### src/design/pbcafm_pkg.sv
// Constants shared by the Port B / Port C alternate-function mux.
// Assumes pins are packed as {C7, C6, B7..B0} in every 10-bit pin vector.
package pbcafm_pkg;
    localparam int unsigned NUM_PINS  = 10;
    localparam int unsigned NUM_PORTB = 8;
    localparam int unsigned PIN_B0    = 0;
    localparam int unsigned PIN_B1    = 1;
    localparam int unsigned PIN_B2    = 2;
    localparam int unsigned PIN_B3    = 3;
    localparam int unsigned PIN_B4    = 4;
    localparam int unsigned PIN_B5    = 5;
    localparam int unsigned PIN_B6    = 6;
    localparam int unsigned PIN_B7    = 7;
    localparam int unsigned PIN_C6    = 8;
    localparam int unsigned PIN_C7    = 9;

    // Reset values of the registered pad-side outputs (per pin) and of the peripheral-side inputs
    localparam logic PAD_OUT_RST   = 1'h0;
    localparam logic PAD_OE_N_RST  = 1'h1;
    localparam logic PULLUP_RST    = 1'h0;
    localparam logic DIN_EN_RST    = 1'h0;
    localparam logic PERIPH_IN_RST = 1'h0;
    // Slave select idles high so a reset never looks like a selected slave
    localparam logic SLAVE_SEL_RST = 1'h1;
endpackage

### src/design/pbcafm_pin_ovr.sv
// Generic per-pin override stage: merges override enables and values with
// the ordinary direction and output bits. Same clock as the port registers.
`timescale 1ns/1ns
module pbcafm_pin_ovr
    import pbcafm_pkg::*;
#(
    parameter int unsigned WIDTH = NUM_PINS
) (
    input  wire logic             clk,
    input  wire logic             srst,
    input  wire logic [WIDTH-1:0] dirBit,
    input  wire logic [WIDTH-1:0] outBit,
    input  wire logic             globalPullupDisable,
    input  wire logic             sleepDinDisable,
    input  wire logic [WIDTH-1:0] pullupOvrEn,
    input  wire logic [WIDTH-1:0] pullupOvrVal,
    input  wire logic [WIDTH-1:0] dirOvrEn,
    input  wire logic [WIDTH-1:0] dirOvrVal,
    input  wire logic [WIDTH-1:0] valueOvrEn,
    input  wire logic [WIDTH-1:0] valueOvrVal,
    input  wire logic [WIDTH-1:0] dinEnableOvrEn,
    input  wire logic [WIDTH-1:0] dinEnableOvrVal,
    output logic      [WIDTH-1:0] dinEnableNxt,
    output logic      [WIDTH-1:0] padOut,
    output logic      [WIDTH-1:0] padOeN,
    output logic      [WIDTH-1:0] pullupEn,
    output logic      [WIDTH-1:0] dinEnable
);
    logic [WIDTH-1:0] drive;
    logic [WIDTH-1:0] padOut_nxt;
    logic [WIDTH-1:0] pullup_nxt;
    logic [WIDTH-1:0] padOut_r;
    logic [WIDTH-1:0] padOeN_r;
    logic [WIDTH-1:0] pullup_r;
    logic [WIDTH-1:0] dinEn_r;

    assign drive        = (dirOvrEn & dirOvrVal) | (~dirOvrEn & dirBit);
    assign padOut_nxt   = (valueOvrEn & valueOvrVal) | (~valueOvrEn & outBit);
    // Global disable gates every pull-up, overridden or not
    assign pullup_nxt   = ((pullupOvrEn & pullupOvrVal)
                        | (~pullupOvrEn & ~dirBit & outBit))
                        & {WIDTH{~globalPullupDisable}};
    assign dinEnableNxt = (dinEnableOvrEn & dinEnableOvrVal)
                        | (~dinEnableOvrEn & {WIDTH{~sleepDinDisable}});

    always_ff @(posedge clk) begin
        if (srst) begin
            padOut_r <= {WIDTH{PAD_OUT_RST}};
            padOeN_r <= {WIDTH{PAD_OE_N_RST}};
            pullup_r <= {WIDTH{PULLUP_RST}};
            dinEn_r  <= {WIDTH{DIN_EN_RST}};
        end else begin
            padOut_r <= padOut_nxt;
            padOeN_r <= ~drive;
            pullup_r <= pullup_nxt;
            dinEn_r  <= dinEnableNxt;
        end
    end

    assign padOut    = padOut_r;
    assign padOeN    = padOeN_r;
    assign pullupEn  = pullup_r;
    assign dinEnable = dinEn_r;
endmodule

### src/design/pbcafm_mux.sv
// Alternate-function override mux for pins B7..B0, C7 and C6.
// Peripherals and port registers share clk; pad inputs are asynchronous.
// Behaviour
// - B7 carries timer0 compare A when enabled
// - B7 carries timer1 compare C when enabled
// - B6 carries timer1 B or fast B
// - B5 carries timer1 A or complementary fast B
// - B4 carries timer2 compare A when enabled
// - Pin-change mask plus group enable forces digital input enable on
// - B3 input as master, slave data as slave
// - B2 input as slave, master data as master
// - B1 input as slave, clock out as master
// - B0 input as slave, select active low
// - Forced SPI inputs keep port-bit pull-up control
// - B3/B2 split into master and slave paths
// - Programming uses B3 output, B2 input
// - C7 outputs prescaled system clock under fuse
// - C7 feeds timer3 capture, outputs fast A
// - Global disable switches off every pull-up
`timescale 1ns/1ns
module pbcafm_mux
    import pbcafm_pkg::*;
(
    input  wire logic                 clk,
    input  wire logic                 srst,
    input  wire logic [NUM_PORTB-1:0] portbDir,
    input  wire logic [NUM_PORTB-1:0] portbOut,
    input  wire logic [1:0]           portcDir,
    input  wire logic [1:0]           portcOut,
    input  wire logic                 globalPullupDisable,
    input  wire logic                 sleepDinDisable,
    input  wire logic                 timer0CmpAEn,
    input  wire logic                 timer0CmpAOut,
    input  wire logic                 timer1CmpCEn,
    input  wire logic                 timer1CmpCOut,
    input  wire logic                 timer1CmpBEn,
    input  wire logic                 timer1CmpBOut,
    input  wire logic                 timer1CmpAEn,
    input  wire logic                 timer1CmpAOut,
    input  wire logic                 timer2CmpAEn,
    input  wire logic                 timer2CmpAOut,
    input  wire logic                 fastTimerCmpBEn,
    input  wire logic                 fastTimerCmpBOut,
    input  wire logic                 fastTimerCmpBnEn,
    input  wire logic                 fastTimerCmpBnOut,
    input  wire logic                 fastTimerCmpAEn,
    input  wire logic                 fastTimerCmpAOut,
    input  wire logic                 fastTimerCmpAnEn,
    input  wire logic                 fastTimerCmpAnOut,
    input  wire logic [NUM_PORTB-1:0] pinChangeMask,
    input  wire logic                 pinChangeGroup0En,
    input  wire logic                 serialPeriphEnable,
    input  wire logic                 serialPeriphMasterSel,
    input  wire logic                 spiSlaveOut,
    input  wire logic                 spiMasterOut,
    input  wire logic                 spiClockOut,
    input  wire logic                 progModeActive,
    input  wire logic                 progSerialDataOut,
    input  wire logic                 clockOutFuse,
    input  wire logic                 prescaledClock,
    input  wire logic                 timer3CaptureEnable,
    input  wire logic [NUM_PINS-1:0]  padIn,
    output logic      [NUM_PINS-1:0]  padOut,
    output logic      [NUM_PINS-1:0]  padOeN,
    output logic      [NUM_PINS-1:0]  pullupEn,
    output logic      [NUM_PINS-1:0]  dinEnable,
    output logic      [NUM_PORTB-1:0] pinChangeSrc,
    output logic                      spiMasterIn,
    output logic                      spiSlaveIn,
    output logic                      spiClockIn,
    output logic                      spiSlaveSelN,
    output logic                      progSerialDataIn,
    output logic                      timer3CaptureIn
);
    logic [NUM_PINS-1:0]  pullupOvrEn;
    logic [NUM_PINS-1:0]  pullupOvrVal;
    logic [NUM_PINS-1:0]  dirOvrEn;
    logic [NUM_PINS-1:0]  dirOvrVal;
    logic [NUM_PINS-1:0]  valueOvrEn;
    logic [NUM_PINS-1:0]  valueOvrVal;
    logic [NUM_PINS-1:0]  dinEnableOvrEn;
    logic [NUM_PINS-1:0]  dinEnableOvrVal;
    logic [NUM_PINS-1:0]  dinEnableNxt;
    logic [NUM_PINS-1:0]  dirBit;
    logic [NUM_PINS-1:0]  outBit;
    logic [NUM_PINS-1:0]  padSync1_r;
    logic [NUM_PINS-1:0]  padSync2_r;
    logic [NUM_PINS-1:0]  padLive;
    logic [NUM_PORTB-1:0] pinChange_r;
    logic                 spiMstrIn_r;
    logic                 spiSlvIn_r;
    logic                 spiClkIn_r;
    logic                 spiSelN_r;
    logic                 progIn_r;
    logic                 capIn_r;
    logic                 spiMaster;
    logic                 spiSlave;
    logic                 noOverride;
    logic [3:0]           spiPull;

    assign dirBit    = {portcDir, portbDir};
    assign outBit    = {portcOut, portbOut};
    // Programming mode owns B3/B2 and keeps the SPI off the pins
    assign spiMaster = serialPeriphEnable & serialPeriphMasterSel & ~progModeActive;
    assign spiSlave  = serialPeriphEnable & ~serialPeriphMasterSel & ~progModeActive;
    assign spiPull   = portbOut[3:0] & {4{~globalPullupDisable}};

    // Pull-up: only SPI-forced inputs take the override, from the port bit
    assign pullupOvrEn  = {6'h00, spiMaster, spiSlave, spiSlave, spiSlave};
    assign pullupOvrVal = {6'h00, spiPull};

    // Direction overrides
    assign dirOvrEn[PIN_B0] = spiSlave;
    assign dirOvrEn[PIN_B1] = spiSlave;
    assign dirOvrEn[PIN_B2] = spiSlave | progModeActive;
    assign dirOvrEn[PIN_B3] = spiMaster | progModeActive;
    assign dirOvrEn[PIN_B7:PIN_B4] = 4'h0;
    assign dirOvrEn[PIN_C6] = 1'h0;
    assign dirOvrEn[PIN_C7] = clockOutFuse;
    // Only B3 (programming data) and C7 (clock output) are ever forced to drive; B2..B0 forced inputs
    assign dirOvrVal        = {1'h1, 5'h00, progModeActive, 3'h0};

    // Value overrides
    assign valueOvrEn[PIN_B0] = 1'h0;
    assign valueOvrEn[PIN_B1] = spiMaster;
    assign valueOvrEn[PIN_B2] = spiMaster;
    assign valueOvrEn[PIN_B3] = spiSlave | progModeActive;
    assign valueOvrEn[PIN_B4] = timer2CmpAEn;
    assign valueOvrEn[PIN_B5] = timer1CmpAEn | fastTimerCmpBnEn;
    assign valueOvrEn[PIN_B6] = timer1CmpBEn | fastTimerCmpBEn;
    assign valueOvrEn[PIN_B7] = timer0CmpAEn | timer1CmpCEn;
    assign valueOvrEn[PIN_C6] = fastTimerCmpAnEn;
    assign valueOvrEn[PIN_C7] = clockOutFuse | fastTimerCmpAEn;

    assign valueOvrVal[PIN_B0] = 1'h0;
    assign valueOvrVal[PIN_B1] = spiClockOut;
    assign valueOvrVal[PIN_B2] = spiMasterOut;
    assign valueOvrVal[PIN_B3] = progModeActive ? progSerialDataOut : spiSlaveOut;
    assign valueOvrVal[PIN_B4] = timer2CmpAOut;
    assign valueOvrVal[PIN_B5] = (timer1CmpAEn & timer1CmpAOut)
                               | (fastTimerCmpBnEn & fastTimerCmpBnOut);
    assign valueOvrVal[PIN_B6] = (timer1CmpBEn & timer1CmpBOut)
                               | (fastTimerCmpBEn & fastTimerCmpBOut);
    // Both compare units may share B7; their waveforms combine by OR
    assign valueOvrVal[PIN_B7] = (timer0CmpAEn & timer0CmpAOut)
                               | (timer1CmpCEn & timer1CmpCOut);
    assign valueOvrVal[PIN_C6] = fastTimerCmpAnOut;
    // Clock output wins over the fast PWM when the fuse is set
    assign valueOvrVal[PIN_C7] = clockOutFuse ? prescaledClock : fastTimerCmpAOut;

    assign dinEnableOvrEn  = {2'h0, pinChangeMask & {NUM_PORTB{pinChangeGroup0En}}};
    assign dinEnableOvrVal = {2'h0, {NUM_PORTB{1'h1}}};

    pbcafm_pin_ovr #(
        .WIDTH (NUM_PINS)
    ) u_pinOvr (
        .clk                 (clk),
        .srst                (srst),
        .dirBit              (dirBit),
        .outBit              (outBit),
        .globalPullupDisable (globalPullupDisable),
        .sleepDinDisable     (sleepDinDisable),
        .pullupOvrEn         (pullupOvrEn),
        .pullupOvrVal        (pullupOvrVal),
        .dirOvrEn            (dirOvrEn),
        .dirOvrVal           (dirOvrVal),
        .valueOvrEn          (valueOvrEn),
        .valueOvrVal         (valueOvrVal),
        .dinEnableOvrEn      (dinEnableOvrEn),
        .dinEnableOvrVal     (dinEnableOvrVal),
        .dinEnableNxt        (dinEnableNxt),
        .padOut              (padOut),
        .padOeN              (padOeN),
        .pullupEn            (pullupEn),
        .dinEnable           (dinEnable)
    );

    // Pads are asynchronous: two flops before anything reads them
    always_ff @(posedge clk) begin
        if (srst) begin
            padSync1_r <= {NUM_PINS{PERIPH_IN_RST}};
            padSync2_r <= {NUM_PINS{PERIPH_IN_RST}};
        end else begin
            padSync1_r <= padIn;
            padSync2_r <= padSync1_r;
        end
    end

    assign padLive = padSync2_r & dinEnableNxt;

    always_ff @(posedge clk) begin
        if (srst) begin
            pinChange_r <= {NUM_PORTB{PERIPH_IN_RST}};
            spiMstrIn_r <= PERIPH_IN_RST;
            spiSlvIn_r  <= PERIPH_IN_RST;
            spiClkIn_r  <= PERIPH_IN_RST;
            spiSelN_r   <= SLAVE_SEL_RST;
            progIn_r    <= PERIPH_IN_RST;
            capIn_r     <= PERIPH_IN_RST;
        end else begin
            pinChange_r <= padLive[NUM_PORTB-1:0];
            spiMstrIn_r <= padLive[PIN_B3];
            spiSlvIn_r  <= padLive[PIN_B2];
            spiClkIn_r  <= padLive[PIN_B1];
            spiSelN_r   <= ~spiSlave | padLive[PIN_B0];
            progIn_r    <= progModeActive & padLive[PIN_B2];
            capIn_r     <= timer3CaptureEnable & padLive[PIN_C7];
        end
    end

    assign pinChangeSrc     = pinChange_r;
    assign spiMasterIn      = spiMstrIn_r;
    assign spiSlaveIn       = spiSlvIn_r;
    assign spiClockIn       = spiClkIn_r;
    assign spiSlaveSelN     = spiSelN_r;
    assign progSerialDataIn = progIn_r;
    assign timer3CaptureIn  = capIn_r;

    assign noOverride = ~(timer0CmpAEn | timer1CmpCEn | timer1CmpBEn | timer1CmpAEn
                      | timer2CmpAEn | fastTimerCmpBEn | fastTimerCmpBnEn | fastTimerCmpAEn
                      | fastTimerCmpAnEn | serialPeriphEnable | progModeActive
                      | clockOutFuse);
endmodule

### config.mk
export PLATFORM = sky130hd
export DESIGN_NAME = pbcafm_mux
export DESIGN_NICKNAME = d
export VERILOG_FILES = /design/src/design/pbcafm_pkg.sv /design/src/design/pbcafm_pin_ovr.sv /design/src/design/pbcafm_mux.sv
export SDC_FILE = /design/constraint.sdc
export NUM_CORES = 1
export LEC_CHECK = 0
export ABC_AREA = 0
export BUFFER_PORTS_ARGS = -buffer_cell sky130_fd_sc_hd__buf_2
export CAP_MARGIN = 20
export CORE_UTILIZATION = 45
export DETAILED_ROUTE_END_ITERATION = 10
export PLACE_DENSITY = 0.85
export SYNTH_ARGS = -nofsm -noshare
export SYNTH_HDL_FRONTEND = slang
export SYNTH_SLANG_ARGS = --single-unit
### constraint.sdc
create_clock -name clk -period 2.3 [get_ports clk]
set_clock_uncertainty 0.1 [all_clocks]
set_input_delay 0 -clock clk [delete_from_list [all_inputs] [get_ports clk]]
set_output_delay 0 -clock clk [all_outputs]
set_load 0.005 [all_outputs]
==> qor.yml <==
run_status:
  outcome: "completed"
job:
  cap_violations: 0
sta:
  timing.final.crit_share: 0.912
  finalHoldViolCount: 0
  fin_crit_ns: 2.10
  tightest_slew_ns: 0.911
  slew_viol_final: 0
  slew-limit-headroom: 0.393
  rsz0062_at_grt: "no"
  finalSetupViolCount: 0
  fin_setup_tns_ns: 0
  max_freq_ghz: 0.477
worst_setup_path:
  critical_path_class: "in2reg"
  regToRegStartpoint: "padSync2_r[0]"
  r2r_slack_ns: 1.50
  worstReg2RegEnd: "pinChangeSrc[0]"
  critPathRequiredTime_ns: 2.48
  worstSetupStartpointType: "primary input"
  reg2regPathDepth: 2
  cp.arrival_ns: 2.27
  cp-end-kind: "flop"
  critPathMaxFanout: 3
yosys:
  synth.area.top_cells: "dfxtp_1, nor2b_1, a21oi_1"
  synth-seq-cells: 68
  synth.top_cell.area_share: 0.656
  avgSynthCellArea_um2: 10.9
  ys_seq_area_frac: 0.656
  syn_nets: 262
  yosys_warnings: 0
  synth_area_leader_cell: "dfxtp_1"
  syn_inst: 191
  syn_area_mm2: 0.00207
  yosysUniqueCellTypes: 26
detailed_routing:
  vias: 2176
  drc: 0
  viasPerCell: 4.78
  wire_per_inst_um: 14.7
  dr.pass1.iters: 5
  antenna_left: 0
  drt-initial-drc-count: 124
  wl_um: 6670
layout:
  final_cell_mix: "buf_2, dlygate4sd3_1, dfxtp_1"
  n_fill_cell: 218
  nets: 469
  finalNonFillerCells: 455
  layout_commonest_cell: "buf_2"
  syn_to_final_growth_pct: 82.1
  diodes: 0
  multi_input_area_um2: 643
  postLayoutCellArea_mm2: 0.00378
  drive_above_1_share: 0.360
  regArea_mm2: 0.00136
placed_design:
  routabilityCongestion: 0.716
  placed_area_mm2: 0.00269
  post-dp-hpwl_um: 3020
  dp_cells: 354
  port_buffers: 123
clock_network:
  cts.repair.resized: 0
  root_buffer: "clkbuf_8"
  cts_tree: "built"
  clock-sinks: 68
  h-tree-depth: 3
  clockBufferDepth: 2
  clk_pin_slew_ns: 0.07
  numCtsBuffers: 9
  post_cts_buffers: 0
  worstSkewPairLatency_ns: 0.34
  cts_hold_buf: 85
grt:
  grt_max_degree: 52
  grt_pass1_vias: 2349
  antenna_found_initial: 0
  grt_usage: 0.286
  grt_pass1_wl_um: 10500
  grt-ovfl-total: 0
floorplan:
  pin_count: 125
  dieHeight_um: 69.9
  row_count: 24
  initial_core_util: 0.473
  dieArea_mm2: 0.00489
  fp.coreArea_mm2: 0.00438
  die_w_um: 69.9
min_path:
  hold_path.class: "in2reg"
  min_path_cells: 4
  hold_path_startpoint: "pinChangeGroup0En"
  holdPathEnd: "pinChangeSrc[0]"
power:
  p_total_uw: 2710
  ir_drop_mv: 0.564
  p_leak_uw: 0.00184
  power.density_mw_per_mm2: 716
[Yosys cell counts]
master      n
or3b_4      1
clkbuf_1    6
nor2_1     14
nor2b_1    20
nand2_1    20
or2_2       2
o21bai_1    1
inv_1       2
buf_4       4
nand3b_1    1
and3_1      1
a2111oi_4   1
and3_2      1
o21ai_0     1
nor3b_1     6
buf_2       2
and2_1      7
dfxtp_1    68
a21bo_2     1
mux2i_1     5
o311a_1     1
nand2b_1    5
a21oi_1    16
or2b_1      1
a22oi_1     3
nand3_1     1
[logic make-up after synthesis]
family / Yosys count / share of synthesized area
AOI/OAI and AO/OA: 24 / 0.0784
buffers and inverters: 14 / 0.0338
DFF: 68 / 0.656
muxes: 5 / 0.0241
and+or+nand+nor: 80 / 0.207
[critical path, stage by stage]
cell and delay [ns]:
dlygate4sd3_1 0.54, buf_2 0.16, nor2_1 0.22, nand2_1 0.10, dlygate4sd3_1 0.57, a21oi_1 0.14, dlygate4sd3_1 0.56
[worst max-delay path by stage]
stage                                 to                   from
floorplan           u_pinOvr.pullupEn[0]  serialPeriphMasterSel
global placement    u_pinOvr.pullupEn[6]                   srst
detailed placement  u_pinOvr.pullupEn[4]                   srst
CTS                 u_pinOvr.pullupEn[1]    globalPullupDisable
global route        u_pinOvr.pullupEn[1]                   srst
finish              u_pinOvr.pullupEn[1]    globalPullupDisable
[final cells by class]
type / count / share of cell area
Clock buffer: 12 / 0.0437
Clock inverter: 4 / 0.0185
Inverter: 2 / 0.00199
Multi-Input combinational cell: 109 / 0.170
Sequential cell: 68 / 0.360
Tap cell: 52 / 0.0172
Timing Repair Buffer: 208 / 0.388
[sequential cells by signal (all words and copies together) (netlist names)]
name                count
u_pinOvr.padOeN        10
u_pinOvr.padOut        10
u_pinOvr.pullupEn      10
padSync1_r              9
padSync2_r              9
u_pinOvr.dinEnable      9
pinChangeSrc            8
progSerialDataIn        1
spiSlaveSelN            1
timer3CaptureIn         1
[where the power goes]
| group | internal [µW] | total, µW | switching, µW |
|---|---|---|---|
| sequential | 1230 | 1250 | 14.9 |
| combinational | 200 | 328 | 128 |
| clock | 696 | 1130 | 435 |
| total | 2130 | 2710 | 578 |
[metrics by stage]
stage | hold WS [ns] | worst slack, ns | utilization
5_1_grt | 0.0780 | 0.139 | 0.862
2_1_floorplan | -0.0381 | 1.37 | -
6_report | 0.0364 | 0.203 | 0.862
4_1_cts | 0.000684 | 0.342 | 0.862
3_5_place_dp | 0.0828 | 0.974 | 0.614
3_3_place_gp | 0.0773 | 0.991 | 0.614
[routing by layer]
layer  global-route usage  vias to the layer above  part of all wire
met5                    0                        -                 0
met4                0.189                        0             0.034
met3               0.0548                       22             0.055
met2                0.550                      117              0.55
met1                0.270                     1014              0.36
li1                     -                     1023                 -
Note: power is estimated with default switching activity, not from simulation.
